--- src/rtl/timer_pin_map.svh ---
// Constants for the timer pin signal logic.
//
// Function
// - The output pin inverts at every counter reload unless the mode sets its own output behaviour.
// - The timer input shares its pin with the complemented timer output and counts only when the pin's alternate function is on.
// - Dual PWM output mode offers no timer input; every other mode uses the pin as the timer input.
// - In one-shot, continuous and compare modes the output equals the polarity bit while disabled and inverts at each reload once enabled.
// - In counter mode with the timer enabled the output inverts after each reload.
// - In counter mode the count advances on rising input edges with polarity 0 and on falling edges with polarity 1.
// - In single PWM mode with polarity 0 the output is low while disabled, goes high on a PWM match and low on reload.
// - In single PWM mode with polarity 1 the output is high while disabled, goes low on a PWM match and high on reload.
// - In capture mode the count is captured on rising input edges with polarity 0 and on falling edges with polarity 1.
// - In gated mode with polarity 0 the timer counts while the input is high and interrupts on its falling edge.
// - In gated mode with polarity 1 the timer counts while the input is low and interrupts on its rising edge.
// - The timer configuration alone decides whether the shared pin is the timer input or the complemented output.
// - In capture/compare mode counting starts on the first qualifying input edge, which raises no interrupt.
`ifndef TIMER_PIN_MAP_SVH
`define TIMER_PIN_MAP_SVH

// Counter width and the value loaded at every reload.
`define TMR_CNT_W     16
`define TMR_START_VAL 16'h0001

`endif

--- src/rtl/timer_pin_pkg.sv ---
// Types shared by the timer pin signal logic.
package timer_pin_pkg;

  // Operating modes of the timer.
  typedef enum logic [3:0] {
    MODE_ONE_SHOT,
    MODE_CONTINUOUS,
    MODE_COUNTER,
    MODE_PWM_SINGLE,
    MODE_PWM_DUAL,
    MODE_CAPTURE,
    MODE_COMPARE,
    MODE_GATED,
    MODE_CAPTURE_COMPARE
  } timer_mode_t;

endpackage : timer_pin_pkg

--- src/rtl/timer_edge_if.sv ---
// Interface carrying the synchronised timer input level and its edges.
`timescale 1ns/1ps
interface timer_edge_if;
  logic level;
  logic rise;
  logic fall;

  modport src (output level, output rise, output fall);
  modport dst (input  level, input  rise, input  fall);
endinterface : timer_edge_if

--- src/rtl/timer_input_sync.sv ---
// Two-stage synchroniser and edge detector for the shared timer input pin.
`timescale 1ns/1ps
module timer_input_sync
  import timer_pin_pkg::*;
(
  // Clock and reset.
  input  wire logic   clk_sys,
  input  wire logic   rstn,
  // Raw pin and synchronised events.
  input  wire logic   pin_raw,
  timer_edge_if.src   ev
);

  typedef struct packed {
    logic meta;
    logic sync;
    logic prev;
  } sync_state_t;

  sync_state_t st_r;
  sync_state_t st_nxt;

  // ----------------------------------------------------------------
  // Synchroniser chain
  // ----------------------------------------------------------------

  // The first stage feeds only the second; edges come from later stages.
  always_comb begin
    st_nxt      = st_r;
    st_nxt.meta = pin_raw;
    st_nxt.sync = st_r.meta;
    st_nxt.prev = st_r.sync;
  end

  // State register.
  always_ff @(posedge clk_sys or negedge rstn) begin
    if (!rstn) begin
      st_r <= '0;
    end else begin
      st_r <= st_nxt;
    end
  end

  // Each edge shows for exactly one cycle.
  assign ev.level = st_r.sync;
  assign ev.rise  = st_r.sync & ~st_r.prev;
  assign ev.fall  = ~st_r.sync & st_r.prev;

endmodule : timer_input_sync

--- src/rtl/timer_pin_signal_logic.sv ---
// Timer counter with output pin, shared input pin and capture logic.
`timescale 1ns/1ps
`include "timer_pin_map.svh"
module timer_pin_signal_logic
  import timer_pin_pkg::*;
#(
  parameter int CNT_W = `TMR_CNT_W
)(
  // Clock and reset.
  input  wire logic              clk_sys,
  input  wire logic              rstn,
  // Configuration from software.
  input  wire logic              timer_en,
  input  wire logic              timer_pol,
  input  wire timer_mode_t       timer_mode,
  input  wire logic              pin_alt_en,
  input  wire logic [CNT_W-1:0]  reload_val,
  input  wire logic [CNT_W-1:0]  pwm_val,
  // Timer output pin.
  output logic                   timer_zero_output,
  // Shared input / complemented output pin.
  input  wire logic              shared_pin_in,
  output logic                   shared_pin_out,
  output logic                   shared_pin_oe,
  // Status towards the core.
  output logic [CNT_W-1:0]       count_val,
  output logic [CNT_W-1:0]       capture_val,
  output logic                   capture_evt,
  output logic                   reload_evt,
  output logic                   timer_irq
);

  // Refuse counter widths that the start value and the ports cannot serve.
  if (CNT_W < 2 || CNT_W > `TMR_CNT_W) begin : g_bad_width
    $error("CNT_W out of range");
  end

  localparam logic [CNT_W-1:0] START_VAL = CNT_W'(`TMR_START_VAL);

  typedef struct packed {
    logic [CNT_W-1:0] count;
    logic [CNT_W-1:0] cap;
    timer_mode_t      mode_q;
    logic             pol_q;
    logic             en_q;
    logic             out;
    logic             pin_o;
    logic             pin_oe;
    logic             started;
    logic             done;
    logic             reload;
    logic             capture;
    logic             match;
    logic             irq;
  } timer_state_t;

  timer_state_t st_r;
  timer_state_t st_nxt;

  timer_edge_if ev ();

  // Synchroniser for the shared pin.
  timer_input_sync u_sync (
    .clk_sys (clk_sys),
    .rstn    (rstn),
    .pin_raw (shared_pin_in),
    .ev      (ev)
  );

  // True for modes whose output inverts at each reload.
  function automatic logic toggles(input timer_mode_t m);
    return m != MODE_PWM_SINGLE && m != MODE_PWM_DUAL;
  endfunction : toggles

  // True for the two PWM modes.
  function automatic logic is_pwm(input timer_mode_t m);
    return m == MODE_PWM_SINGLE || m == MODE_PWM_DUAL;
  endfunction : is_pwm

  // ----------------------------------------------------------------
  // Input qualification
  // ----------------------------------------------------------------

  logic in_ok;
  logic edge_sel;
  logic edge_end;
  logic gate_on;

  // The pin is an input only when enabled and not in dual PWM mode.
  always_comb begin
    in_ok    = pin_alt_en && timer_mode != MODE_PWM_DUAL;
    edge_sel = in_ok && (timer_pol ? ev.fall : ev.rise);
    edge_end = in_ok && (timer_pol ? ev.rise : ev.fall);
    gate_on  = in_ok && (ev.level != timer_pol);
  end

  // ----------------------------------------------------------------
  // Next-state logic
  // ----------------------------------------------------------------

  logic tick;

  // Counting, reload, output pin and capture behaviour.
  always_comb begin
    st_nxt         = st_r;
    tick           = 1'b0;
    st_nxt.reload  = 1'b0;
    st_nxt.capture = 1'b0;
    st_nxt.match   = 1'b0;
    st_nxt.irq     = 1'b0;
    st_nxt.mode_q  = timer_mode;
    st_nxt.pol_q   = timer_pol;
    st_nxt.en_q    = timer_en;
    if (!timer_en) begin
      st_nxt.out     = timer_pol;
      st_nxt.started = 1'b0;
      st_nxt.done    = 1'b0;
    end else begin
      case (timer_mode)
        MODE_COUNTER: begin
          tick = edge_sel;
        end
        MODE_GATED: begin
          tick       = gate_on;
          st_nxt.irq = edge_end;
        end
        MODE_CAPTURE: begin
          tick = 1'b1;
          if (edge_sel) begin
            st_nxt.cap     = st_r.count;
            st_nxt.capture = 1'b1;
            st_nxt.irq     = 1'b1;
          end
        end
        MODE_CAPTURE_COMPARE: begin
          if (!st_r.started) begin
            st_nxt.started = edge_sel;
          end else begin
            tick = 1'b1;
            if (edge_sel) begin
              st_nxt.cap     = st_r.count;
              st_nxt.capture = 1'b1;
              st_nxt.irq     = 1'b1;
            end
          end
        end
        MODE_ONE_SHOT: begin
          tick = !st_r.done;
        end
        default: begin
          tick = 1'b1;
        end
      endcase
      if (tick) begin
        if (st_r.count == reload_val) begin
          st_nxt.count  = START_VAL;
          st_nxt.reload = 1'b1;
          st_nxt.irq    = 1'b1;
          if (is_pwm(timer_mode)) begin
            st_nxt.out = timer_pol;
          end else begin
            st_nxt.out = ~st_r.out;
          end
          if (timer_mode == MODE_ONE_SHOT) begin
            st_nxt.done = 1'b1;
          end
        end else begin
          st_nxt.count = st_r.count + 1'b1;
          if (is_pwm(timer_mode) && st_r.count == pwm_val) begin
            st_nxt.out   = ~timer_pol;
            st_nxt.match = 1'b1;
          end
        end
      end
    end
    // The configuration alone picks the pin's role.
    st_nxt.pin_oe = pin_alt_en && timer_mode == MODE_PWM_DUAL;
    st_nxt.pin_o  = ~st_nxt.out;
  end

  // State register.
  always_ff @(posedge clk_sys or negedge rstn) begin
    if (!rstn) begin
      st_r <= '0;
    end else begin
      st_r <= st_nxt;
    end
  end

  // Outputs straight from the state register.
  assign timer_zero_output = st_r.out;
  assign shared_pin_out    = st_r.pin_o;
  assign shared_pin_oe     = st_r.pin_oe;
  assign count_val         = st_r.count;
  assign capture_val       = st_r.cap;
  assign capture_evt       = st_r.capture;
  assign reload_evt        = st_r.reload;
  assign timer_irq         = st_r.irq;
endmodule : timer_pin_signal_logic

--- config.mk ---
export PLATFORM = sky130hd
export DESIGN_NAME = timer_pin_signal_logic
export DESIGN_NICKNAME = d
export VERILOG_FILES = /design/src/rtl/timer_pin_pkg.sv /design/src/rtl/timer_edge_if.sv /design/src/rtl/timer_input_sync.sv /design/src/rtl/timer_pin_signal_logic.sv
export VERILOG_INCLUDE_DIRS = /design/src /design/src/rtl
export SDC_FILE = /design/constraint.sdc
export NUM_CORES = 1
export LEC_CHECK = 0
export BUFFER_PORTS_ARGS = -buffer_cell sky130_fd_sc_hd__clkbuf_2
export CAP_MARGIN = 15
export CORE_ASPECT_RATIO = 0.5
export CORE_MARGIN = 1
export CORE_UTILIZATION = 36
export DETAILED_ROUTE_END_ITERATION = 12
export PLACE_DENSITY = 0.57
export SYNTH_ARGS = -nofsm -noshare
export SYNTH_HDL_FRONTEND = slang
export SYNTH_SLANG_ARGS = --single-unit
--- constraint.sdc ---
create_clock -name clk_sys -period 3.45 [get_ports clk_sys]
set_clock_uncertainty 0.2 [all_clocks]
set_input_delay 0.8625 -clock clk_sys [delete_from_list [all_inputs] [get_ports clk_sys]]
set_output_delay 0.8625 -clock clk_sys [all_outputs]
set_load 0.005 [all_outputs]
# Word-level counts from Yosys, hierarchy flattened
# Index checks and enable logic that the tools add are counted.
dict set report word_totals {
  elab_cells 78
  ff_bits 43
  inputBits 42
}
dict set report classes {
  n_eq_ne 15
  bitwise 7
  add_sub_neg 1
  n_mux 29
  reduce_logical 13
}
# op count
set op_table {}
lappend op_table {{$mux W16} 3}
lappend op_table {{$eq A16 B16 Y1} 2}
lappend op_table {{$pmux W16 S2} 1}
lappend op_table {{$mux W1} 17}
lappend op_table {{$add A16 B1 Y16 const B} 1}
lappend op_table {{$eq A4 B3 Y1 const B} 3}
lappend op_table {{$eq A4 B2 Y1 const B} 2}
lappend op_table {{$mux W2} 4}
lappend op_table {{$ne A2 B1 Y1 const B} 4}
lappend op_table {{$logic_and A1 B1 Y1} 6}
lappend op_table {{$reduce_and A3 Y1} 2}
lappend op_table {{$not A1 Y1} 5}
lappend op_table {{$eq A4 B4 Y1 const B} 1}
lappend op_table {{$logic_not A4 Y1} 1}
lappend op_table {{$mux W4} 1}
lappend op_table {{$ne A4 B3 Y1 const B} 1}
lappend op_table {{$pmux W1 S4} 1}
lappend op_table {{$pmux W1 S3} 1}
lappend op_table {{$and A1 B1 Y1} 2}
lappend op_table {{$ne A2 B2 Y1 const B} 1}
lappend op_table {{$pmux W1 S2} 1}
lappend op_table {{$reduce_and A2 Y1} 1}
lappend op_table {{$reduce_bool A2 Y1} 1}
lappend op_table {{$logic_not A1 Y1} 1}
lappend op_table {{2 further kinds} 2}

# Longest topological paths before layout
# Gate-level depths: netlist of run 1.
dict set report depth {
  ltp_word 10
  ltp_mapped 8
}

# Hierarchy
# A second synthesis of run 1 with hierarchy kept.
dict set report unflattened {
  cells_unflattened 266
  area_unflattened_um2 2806.4
}
# mod cells_each instances area_per_inst_um2
set modules_own_cells {}
lappend modules_own_cells {timer_pin_signal_logic 261 1 2716.4}
lappend modules_own_cells {timer_input_sync 5 1 90.1}

# Worst setup path before layout of run 1
# OpenSTA, ideal clock, no wires.
dict set report synth_timing {
  kind {input port to flip-flop}
  from {input timer_mode[0]}
  to {register st_r, in the netlist shared_pin_out}
  setup_time_ps 124
  required_ps 3126
  arrival_time_ps 2136
  setup_slack_ps 990
  path_stages 6
  path_cell_list {or3_1 -> a311oi_2 -> o311ai_1 -> o2111ai_1 -> o31ai_1 -> a211o_1}
}
# item line_no
set synth_lines {}
lappend synth_lines {{start, declared} timer_pin_signal_logic.sv:15} ;# input wire timer_mode_t timer_mode,
lappend synth_lines {{end signal, assigned} timer_pin_signal_logic.sv:186} ;# st_r <= st_nxt;
lappend synth_lines {{end, declared} timer_pin_signal_logic.sv:57} ;# timer_state_t st_r;

# Final worst setup path of run 1
dict set report layout_timing {
  from {input timer_mode[0]}
  to {register st_r, in the netlist count_val[15]}
}
dict set report layout_between {
  elab_chain_len 6
}
# item line_no
set layout_lines {}
lappend layout_lines {{$ne A4 B3 Y1} timer_pin_signal_logic.sv:91} ;# in_ok = pin_alt_en && timer_mode != MODE_PWM_DUAL;
lappend layout_lines {{$logic_and A1 B1 Y1} timer_pin_signal_logic.sv:91}
lappend layout_lines {{$logic_and A1 B1 Y1, on equally long branches} {timer_pin_signal_logic.sv:94, timer_pin_signal_logic.sv:92}}
lappend layout_lines {{$pmux W1 S4 (*)} timer_pin_signal_logic.sv:119} ;# case (timer_mode)
lappend layout_lines {{$mux W1 (*)} timer_pin_signal_logic.sv:114} ;# if (!timer_en) begin
lappend layout_lines {{$reduce_and A2 Y1 (no source line) (*)} n/a}
# Every way passes the cells marked *; elsewhere a longest branch is shown, timed or not. The select of a mux whose other input is x is not followed.
# A chain may end at the register's enable or synchronous reset.

==> results of run 1 <==
## routing by layer
| metal | share of wire [%] | global-route usage [%] | vias to the layer above | wire [µm] |
|---|---|---|---|---|
| li1 | - | - | 1035 | - |
| met1 | 47 | 22.1 | 1036 | 2990 |
| met2 | 47 | 27.6 | 54 | 2950 |
| met3 | 5.0 | 3.52 | 6 | 318 |
| met4 | 0.73 | 5.49 | 0 | 46 |
| met5 | 0 | 0 | - | 0 |
## cell type report
cell class	instances	area (µm²)
fillers	720	4270
multi-input cells	183	1320
flip-flops and latches	43	1080
repair buffers	82	418
clock buffers	6	129
well taps	96	120
inverters	6	22.5
## worst max-delay path by stage
stage | start | to | slack (ns)
floorplan | timer_mode[0] | shared_pin_out | 0.99
global placement | timer_pol | count_val[7] | 0.61
detailed placement | timer_mode[0] | count_val[15] | 0.56
CTS | timer_mode[0] | count_val[15] | 0.84
global route | timer_mode[0] | count_val[6] | 0.57
finish | timer_mode[0] | count_val[15] | 0.81
## cell usage after synthesis (2+ instances only)
cell / n
buf_4: 34
xnor2_1: 17
nand3_1: 7
a21o_1: 2
dfrtp_1: 43
a21oi_1: 6
a31oi_1: 4
and2_1: 4
nand4_1: 6
nor4_1: 4
nor2b_1: 2
nand2_1: 18
and2b_1: 2
inv_1: 6
nand2b_1: 2
xor2_1: 16
or3_1: 3
clkbuf_1: 2
o21ai_0: 15
clkbuf_2: 2
o31ai_1: 8
nand3b_1: 3
buf_2: 9
nor3_1: 5
nor2_1: 12
mux2_2: 16
and3_1: 4
## through the flow
step                util [%]  worst slack, ns  power [W]  instances  hold slack, ns
floorplan                  -            0.990   0.000970        280           0.131
global placement        40.2            0.611    0.00103        410           0.139
detailed placement      40.2            0.558    0.00105        410           0.138
CTS                     41.9            0.843    0.00149        416           0.150
global route            41.9            0.571    0.00155        416           0.179
finish                  41.9            0.807    0.00147        416           0.149
## kinds of logic after synthesis
kind of cell / synth area share [%]
buffers and inverters: 12.8
AO/OA/AOI/OAI: 11.9
XOR/XNOR: 10.5
multiplexers: 6.93
AND/OR/NAND/NOR: 18.2
flip-flops: 39.2
adder cells (fa/ha/maj): 0.456
## sequential cells by signal (all words and copies together) (netlist names)
signal             flops
capture_val           16
timer_zero_output      1
u_sync.st_nxt          1
u_sync.ev.level        1
shared_pin_out         1
count_val             16
capture_evt            1
st_r                   2
reload_evt             1
timer_irq              1
u_sync.st_r            1
shared_pin_oe          1
## worst max-delay path: stages
cell,delay [ns]
clkbuf_2,0.13
nor3_1,0.44
o21ai_0,0.24
o221ai_2,0.26
nand2b_2,0.24
or3_1,0.40
nand3_1,0.08
## cell usage in the layout, fill, tap and decap left out, drive strengths merged, types with 2 or more instances in the layout
| master | synthesis | layout |
|---|---|---|
| nand3 | 7 | 7 |
| buf | 44 | 3 |
| xnor2 | 17 | 17 |
| nor2 | 12 | 12 |
| o31ai | 8 | 8 |
| clkbuf | 4 | 85 |
| mux2 | 16 | 16 |
| nand4 | 6 | 6 |
| nor3 | 6 | 6 |
| and4bb | 2 | 2 |
| nand3b | 3 | 3 |
| o21ai | 15 | 15 |
| and2b | 2 | 2 |
| and3 | 4 | 4 |
| a21oi | 6 | 6 |
| and2 | 5 | 5 |
| or3 | 4 | 4 |
| nor4 | 5 | 5 |
| dfrtp | 43 | 43 |
| nand2b | 3 | 3 |
| a21o | 2 | 2 |
| nand2 | 19 | 19 |
| a31oi | 4 | 4 |
| inv | 6 | 6 |
| xor2 | 16 | 16 |
| o311ai | 2 | 2 |
| nor2b | 2 | 2 |
## report_power, final
part / switching (W) / total, W / leakage (nW) / internal, W
registers: 0.000124 / 0.000691 / 0.545 / 0.000567
clock network: 0.000177 / 0.000437 / 0.0628 / 0.000260
logic: 0.000164 / 0.000342 / 0.876 / 0.000178
total: 0.000466 / 0.00147 / 1.48 / 0.00101
==> metrics.txt, run 1 <==
chip height approximately 64 µm; cell accounting for the most synthesized area dfrtp_1; Hold Path End u_sync.ev.level; largest cells by area after synthesis dfrtp_1 39%, buf_4 9.3%, mux2_2 6.6%; GRT Residual Overflow 0; ANT nets after route 0; # H-tree levels 2; Worst-path clk slew around 0.05 ns; fraction of layout cells with a size suffix above 1 a little over a third; Yosys cell types 55; reg2reg end shared_pin_out; failing checks DRC; unrepaired setup endpoints after global routing false; P_leak 1.48 nW; Avg WL per Cell approximately 15 µm; number of synthesized register bits 43; row count 22; clock tree buffer depth 2; number of enable flip-flop cells after synthesis 0; Root Driver clkbuf_16; initial DRC count about 120; num ports 80; worst hold-check path type reg -> reg; drt drc 5; outcome complete, but fails checks; Peak supply drop around 0.00021 V; vias in the first global route 2024; Post-Place Cell Area between 2000 and 3000 µm²; antenna violations before repair 0; synth warn 0; Syn-to-layout area delta 12.3%; Reg-to-Reg Start count_val[3]; GPL Wtd Cong around 0.9; period utilisation layout between 70 and 80%; total negative setup slack 0 ns; TritonCTS Sinks 43; count of final hold-check violations 0; Ant. Diodes 0; MaxCap Viol Count 0; post-cts sizing count 0; design area 3080 µm²; post-CTS setup buffers 0; core area 7350 µm²; Port Buffer Count 79; Reg2Reg Setup Slack between 1 and 1.5 ns; Synth Area per Inst roughly 9.8 µm²; Initial Util a little under two fifths; Mapped Area about 2700 µm²; kind of critical path in -> reg; final setup fails 0; final worst path period need about 2.6 ns; Via density between 5 and 6; max-slew headroom at the worst pin 62.4%; detailed placement HPWL about 4600 µm; Die Wd between 100 and 150 µm; Final nets 364; power density cells about 480 nW/µm²; wirelength, routed about 6300 µm; GRT Util Overall 16.7%; fmax about 0.38 GHz; Syn Nets around 320; largest net degree at the start of global routing 44; Slew Limit Fails 0; Worst-Margin Slew 0.564 ns; CTS tree done; hold_sp u_sync.st_nxt[1]; Post-synth ARST share 100%; Syn Inst Count 280; DR vias between 2000 and 2500; post-cts hold buffer count 0; Max FO, Critical Path 14; worst hold path depth 0; R2R depth 6; first-pass GRT wire length approximately 10000 µm; Clock Latency Late Sink a little under 0.3 ns; first drt pass iteration count 8; arrival time worst endpoint between 2 and 3 ns; main flop type after synthesis dfrtp_1; total CTS buffers 5; top-area cell type share of the netlist area about two fifths; Seq/Total Area, Yosys between 30% and 40%; Critical Path Source Type primary input; Die ar. 8000 µm²; CP Data Required Time between 3 and 4 ns; CP Capture Type register
Power figures use the tool's default switching activity.
==> run 2, diff against run 1 <==
clock period = 2.52 ns   (was 3.45 ns; I/O delays follow)
==> metrics.txt, run 2 (synthesis results as in run 1) <==
outcome complete, but fails checks; num ports 80 (unchanged); Final nets 378 (+3.8%); # H-tree levels 2 (unchanged); first-pass GRT wire length 10500 µm (+2.2%); CTS tree done; design area 3200 µm² (+3.8%); CP Data Required Time 2.54 ns (-0.93 ns); Met2 Routed Length 2950 µm (unchanged); Die Wd 125 µm (unchanged); wirelength, routed 6350 µm (+0.68%); clock tree buffer depth 2 (unchanged); GRT Util Overall 17.0% (+0.22 points); Max FO, Critical Path 17 (+3); Crit path largest cell delay 0.50 ns (+0.06 ns); largest net degree at the start of global routing 44 (unchanged); ANT nets after route 0 (unchanged); GPL Wtd Cong 0.908 (+2.0%); core area 7350 µm² (unchanged); CP Capture Type register; first drt pass iteration count 9 (+1); P_leak 1.56 nW (+4.9%); Ant. Diodes 0 (unchanged); post-cts hold buffer count 0 (unchanged); row count 22 (unchanged); drt drc 5 (unchanged); Cell Chain, Critical Path xnor2_1 -> nand4_1 -> nor4_4 -> buf_4 -> o2111ai_1 -> o31ai_1 -> a211o_1; post-CTS setup buffers 0 (unchanged); Avg WL per Cell 14.8 µm (-2.6%); fraction of layout cells with a size suffix above 1 38.6% (+2.7 points); fill count 720 (unchanged); Worst-Margin Slew 0.565 ns (+0.000580 ns); Post-Place Cell Area 3070 µm² (+4.0%); Die ar. 8000 µm² (unchanged); final worst path period need between 2 and 2.5 ns; most common cell after layout, fill and taps aside clkbuf_2; vias in the first global route 2119 (+4.7%); Clock Latency Late Sink 0.28 ns (about the same); DR vias 2236 (+4.9%); multi-input logic area 1320 µm² (unchanged); Peak supply drop 0.000234 V (+13%); MaxCap Viol Count 0 (unchanged); max-slew headroom at the worst pin 62.3% (about the same); Critical Path Source Type register; most frequent cells in the layout 79 x clkbuf_2, 43 x dfrtp_1, 18 x nand2_1; worst hold-check path type reg -> reg; Slew Limit Fails 0 (unchanged); detailed placement HPWL 4720 µm (+2.5%); antenna violations before repair 0 (unchanged); final setup fails 0 (unchanged); Initial Util 37.3% (unchanged); GRT Residual Overflow 0 (unchanged); power density cells 641 nW/µm² (+34%); initial DRC count 111 (-3.5%); Root Driver clkbuf_16; dpl ws -0.00478 ns (-0.563 ns); TritonCTS Sinks 43 (unchanged); metal3 WL 350 µm (+10%); arrival time worst endpoint 2.35 ns (-0.31 ns); Port Buffer Count 79 (unchanged); Syn-to-layout area delta 16.6%; total CTS buffers 5 (unchanged); fmax 0.428 GHz; wl on met1 2870 µm (-4.1%); count of final hold-check violations 0 (unchanged); unrepaired setup endpoints after global routing false; period utilisation layout 92.7%; Hold WS 0.157 ns (+0.00845 ns); DR top layer met4; Slowest-stage cell, CP dfrtp_1; Worst Slack Setup Final 0.184 ns (-0.623 ns); Via density 5.20 (+1.5%); post-cts sizing count 0 (unchanged); failing checks DRC; chip height 63.7 µm (unchanged); kind of critical path reg -> reg; FF+latch area 1080 µm² (unchanged); Worst-path clk slew 0.05 ns (about the same)
[run 2: cell count changes in the layout (fill, tap and decap cells not counted), sizes merged]
cell / change
buf: +14
[run 2: layout make-up]
| class | instances | share of cell area [%] |
|---|---|---|
| Clock buffer | 6 | 4.03 |
| Tap cell | 96 | 3.75 |
| Sequential cell | 43 | 33.6 |
| Multi-Input combinational cell | 183 | 41.1 |
| Timing Repair Buffer | 96 | 16.7 |
| Inverter | 6 | 0.704 |
[run 2: final timing paths]
kind                              endpoint             start  cells after the start  slack, ns
max                         shared_pin_out      count_val[3]                      7       0.18
min                        u_sync.ev.level  u_sync.st_nxt[1]                      0       0.16
max reg2reg                 shared_pin_out      count_val[3]                      7       0.18
min reg2reg                u_sync.ev.level  u_sync.st_nxt[1]                      0       0.16
max in group asynchronous   u_sync.st_r[0]              rstn                      2       1.51
min in group asynchronous  capture_val[12]              rstn                      2       0.23
[run 2: power breakdown]
| group | leakage, nW | switching [W] | internal [W] |
|---|---|---|---|
| Sequential | 0.545 | 0.000152 | 0.000777 |
| Combinational | 0.949 | 0.000256 | 0.000270 |
| Clock | 0.0628 | 0.000241 | 0.000356 |
| Total | 1.56 | 0.000649 | 0.00140 |
[run 2: metal layers]
metal / GRT usage [%] / vias to the layer above
met5: 0 / -
met4: 7.47 / 0
met3: 3.60 / 15
met2: 27.2 / 80
met1: 22.3 / 1083
li1: - / 1058
[run 2: through the flow]
step	util [%]	TNS, ns	std cells	total power (W)
3_5_place_dp	41.8	-0.00478	424	0.00146
2_1_floorplan	-	0	280	0.00133
3_3_place_gp	41.8	0	424	0.00144
4_1_cts	43.5	0	430	0.00208
6_report	43.5	0	430	0.00205
5_1_grt	43.5	0	430	0.00218
[run 2: worst max-delay path: cells and delay by family (launching register included)]
family / cells / cell delay, ns
buffers and inverters: 1 / 0.26
xor gates and xnor gates: 1 / 0.34
DFF: 1 / 0.50
and+or+nand+nor: 2 / 0.56
AOI/OAI and AO/OA: 3 / 0.41
==> run 3, diff against run 2 <==
--- a/config.mk
+++ b/config.mk
@@ -14,2 +14,3 @@
 export DETAILED_ROUTE_END_ITERATION = 12
+export HOLD_SLACK_MARGIN = 0.1
 export PLACE_DENSITY = 0.57
==> constraint.sdc (replaced) <==
create_clock -name clk_sys -period 2.52 [get_ports clk_sys]
set_clock_uncertainty 0.2 [all_clocks]
set_input_delay 0.126 -clock clk_sys [delete_from_list [all_inputs] [get_ports clk_sys]]
set_output_delay 0.126 -clock clk_sys [all_outputs]
set_load 0.005 [all_outputs]
==> metrics.txt, run 3 (synthesis results as in run 1) <==
outcome complete, but fails checks; failing checks DRC; num ports 80 (unchanged); max-slew headroom at the worst pin 63.0% (+0.65 points); Post-Place Cell Area 2990 µm² (-2.6%); Root Driver clkbuf_16; Clock Latency Late Sink 0.28 ns (about the same); worst hold-check path type in -> async; ANT nets after route 0 (unchanged); Final nets 378 (unchanged); Cell Chain, Critical Path dlygate4sd3_1 -> clkbuf_2 -> and4b_4 -> or3_1 -> o221ai_2 -> nand2b_2 -> buf_4 -> or3_1 -> nand3_1; chip height 63.7 µm (unchanged); # H-tree levels 2 (unchanged); Peak supply drop 0.000289 V (+24%); GPL Wtd Cong 0.818 (-9.9%); Worst Slack Setup Final 0.150 ns (-0.0343 ns); first-pass GRT wire length 10600 µm (+0.40%); Ant. Diodes 0 (unchanged); TritonCTS Sinks 43 (unchanged); CTS tree done; initial DRC count 103 (-7.2%); final setup fails 0 (unchanged); most frequent cells in the layout 79 x clkbuf_2, 43 x dfrtp_1, 18 x nand2_1; GRT Util Overall 17.0% (+0.069 points); DR vias 2195 (-1.8%); Syn-to-layout area delta 17.8%; largest net degree at the start of global routing 26 (-41%); Avg WL per Cell 14.9 µm (+1.2%); Top delay family on crit path simple AND/OR/NAND/NOR gates; Worst-Margin Slew 0.551 ns (-0.0140 ns); fill count 720 (unchanged); Port Buffer Count 79 (unchanged); Crit path largest cell delay 0.52 ns (+0.02 ns); period utilisation layout 94.1% (+1.4 points); power density cells 643 nW/µm² (+0.30%); Worst-path clk slew 0.06 ns (about the same); total negative setup slack 0 ns (unchanged); detailed placement HPWL 4840 µm (+2.4%); most common cell after layout, fill and taps aside clkbuf_2; clock tree buffer depth 2 (unchanged); CP Data Required Time 2.54 ns (about the same); vias in the first global route 2103 (-0.76%); fraction of layout cells with a size suffix above 1 36.7% (-1.9 points); core area 7350 µm² (unchanged); drt drc 5 (unchanged); design area 3230 µm² (+1.0%); Crit path top cell by count or3_1; CP bufs+invs 3 (+2); Slowest-stage cell, CP dlygate4sd3_1; dpl ws 0.206 ns (+0.211 ns); GRT Residual Overflow 0 (unchanged); count of final hold-check violations 0 (unchanged); antenna violations before repair 0 (unchanged); row count 22 (unchanged); Die Wd 125 µm (unchanged); Critical Path Source Type primary input; fmax 0.422 GHz (-1.4%); MaxCap Viol Count 0 (unchanged); total CTS buffers 5 (unchanged); wirelength, routed 6440 µm (+1.4%); final worst path period need 2.37 ns (+0.0343 ns); P_leak 1.56 nW (+0.46%); arrival time worst endpoint 2.39 ns (+0.04 ns); Max FO, Critical Path 9 (-8); unrepaired setup endpoints after global routing false; Via density 5.09 (-2.1%); Reg2Reg Setup Slack 0.23 ns (+0.05 ns); CP Capture Type register; Die ar. 8000 µm² (unchanged); kind of critical path in -> reg; Slew Limit Fails 0 (unchanged); Initial Util 37.3% (unchanged); first drt pass iteration count 8 (-1)
[run 3: cell count changes in the layout (fill, tap and decap cells not counted)]
cell | previous run | this run
buf_12 | 1 | 0
buf_4 | 16 | 8
clkbuf_1 | 1 | 0
clkbuf_8 | 0 | 1
clkinv_2 | 0 | 1
dlygate4sd3_1 | 0 | 9
o311ai_1 | 1 | 0
o311ai_2 | 0 | 1
[run 3: stage by stage]
step / util [%] / power (W) / instances / hold slack (ns)
3_5_place_dp: 40.7 / 0.00145 / 415 / -0.0873
5_1_grt: 44.0 / 0.00221 / 431 / 0.160
3_3_place_gp: 40.7 / 0.00145 / 415 / -0.0900
2_1_floorplan: - / 0.00133 / 280 / -0.370
6_report: 44.0 / 0.00208 / 431 / 0.126
4_1_cts: 43.9 / 0.00211 / 431 / 0.138
[run 3: layout make-up]
cell class,count,area (µm²),share of cell area [%]
clock inverter,1,5.00,0.155
timing repair buffer,96,546,16.9
sequential,43,1080,33.3
clock buffer,6,139,4.30
tap,96,120,3.72
inverter,6,22.5,0.697
multi-input combinational,183,1320,41.0
[run 3: final timing paths]
kind,from,endpoint,cells after the start
min in group clk_sys,u_sync.st_nxt[1],u_sync.ev.level,0
worst min register to register,u_sync.st_nxt[1],u_sync.ev.level,0
worst min-delay path,rstn,count_val[10],2
worst max-delay path,timer_mode[3],count_val[15],9
max in group asynchronous,rstn,reload_evt,3
worst max register to register,count_val[0],count_val[14],6
[run 3: timing repair]
item                                    in CTS  in global routing
gates resized for setup                      0                  1
hold buffers                                 9                  0
buffers inserted                             0                  0
hold endpoints to repair                    26                  0
endpoints found under the setup margin       0                  8
[run 3: power breakdown]
group	internal [W]	switching [W]
clock	0.000386	0.000248
sequential	0.000777	0.000134
combinational	0.000276	0.000258
total	0.00144	0.000639
[run 3: layer usage]
metal / routed length, µm / share of wire (%) / global-route usage, % / vias up
met1: 2910 / 45 / 22.6 / 1070
met2: 3100 / 48 / 27.2 / 51
met3: 335 / 5.2 / 4.02 / 11
li1: - / - / - / 1063
met4: 93 / 1.4 / 6.10 / 0
met5: 0 / 0 / 0 / -
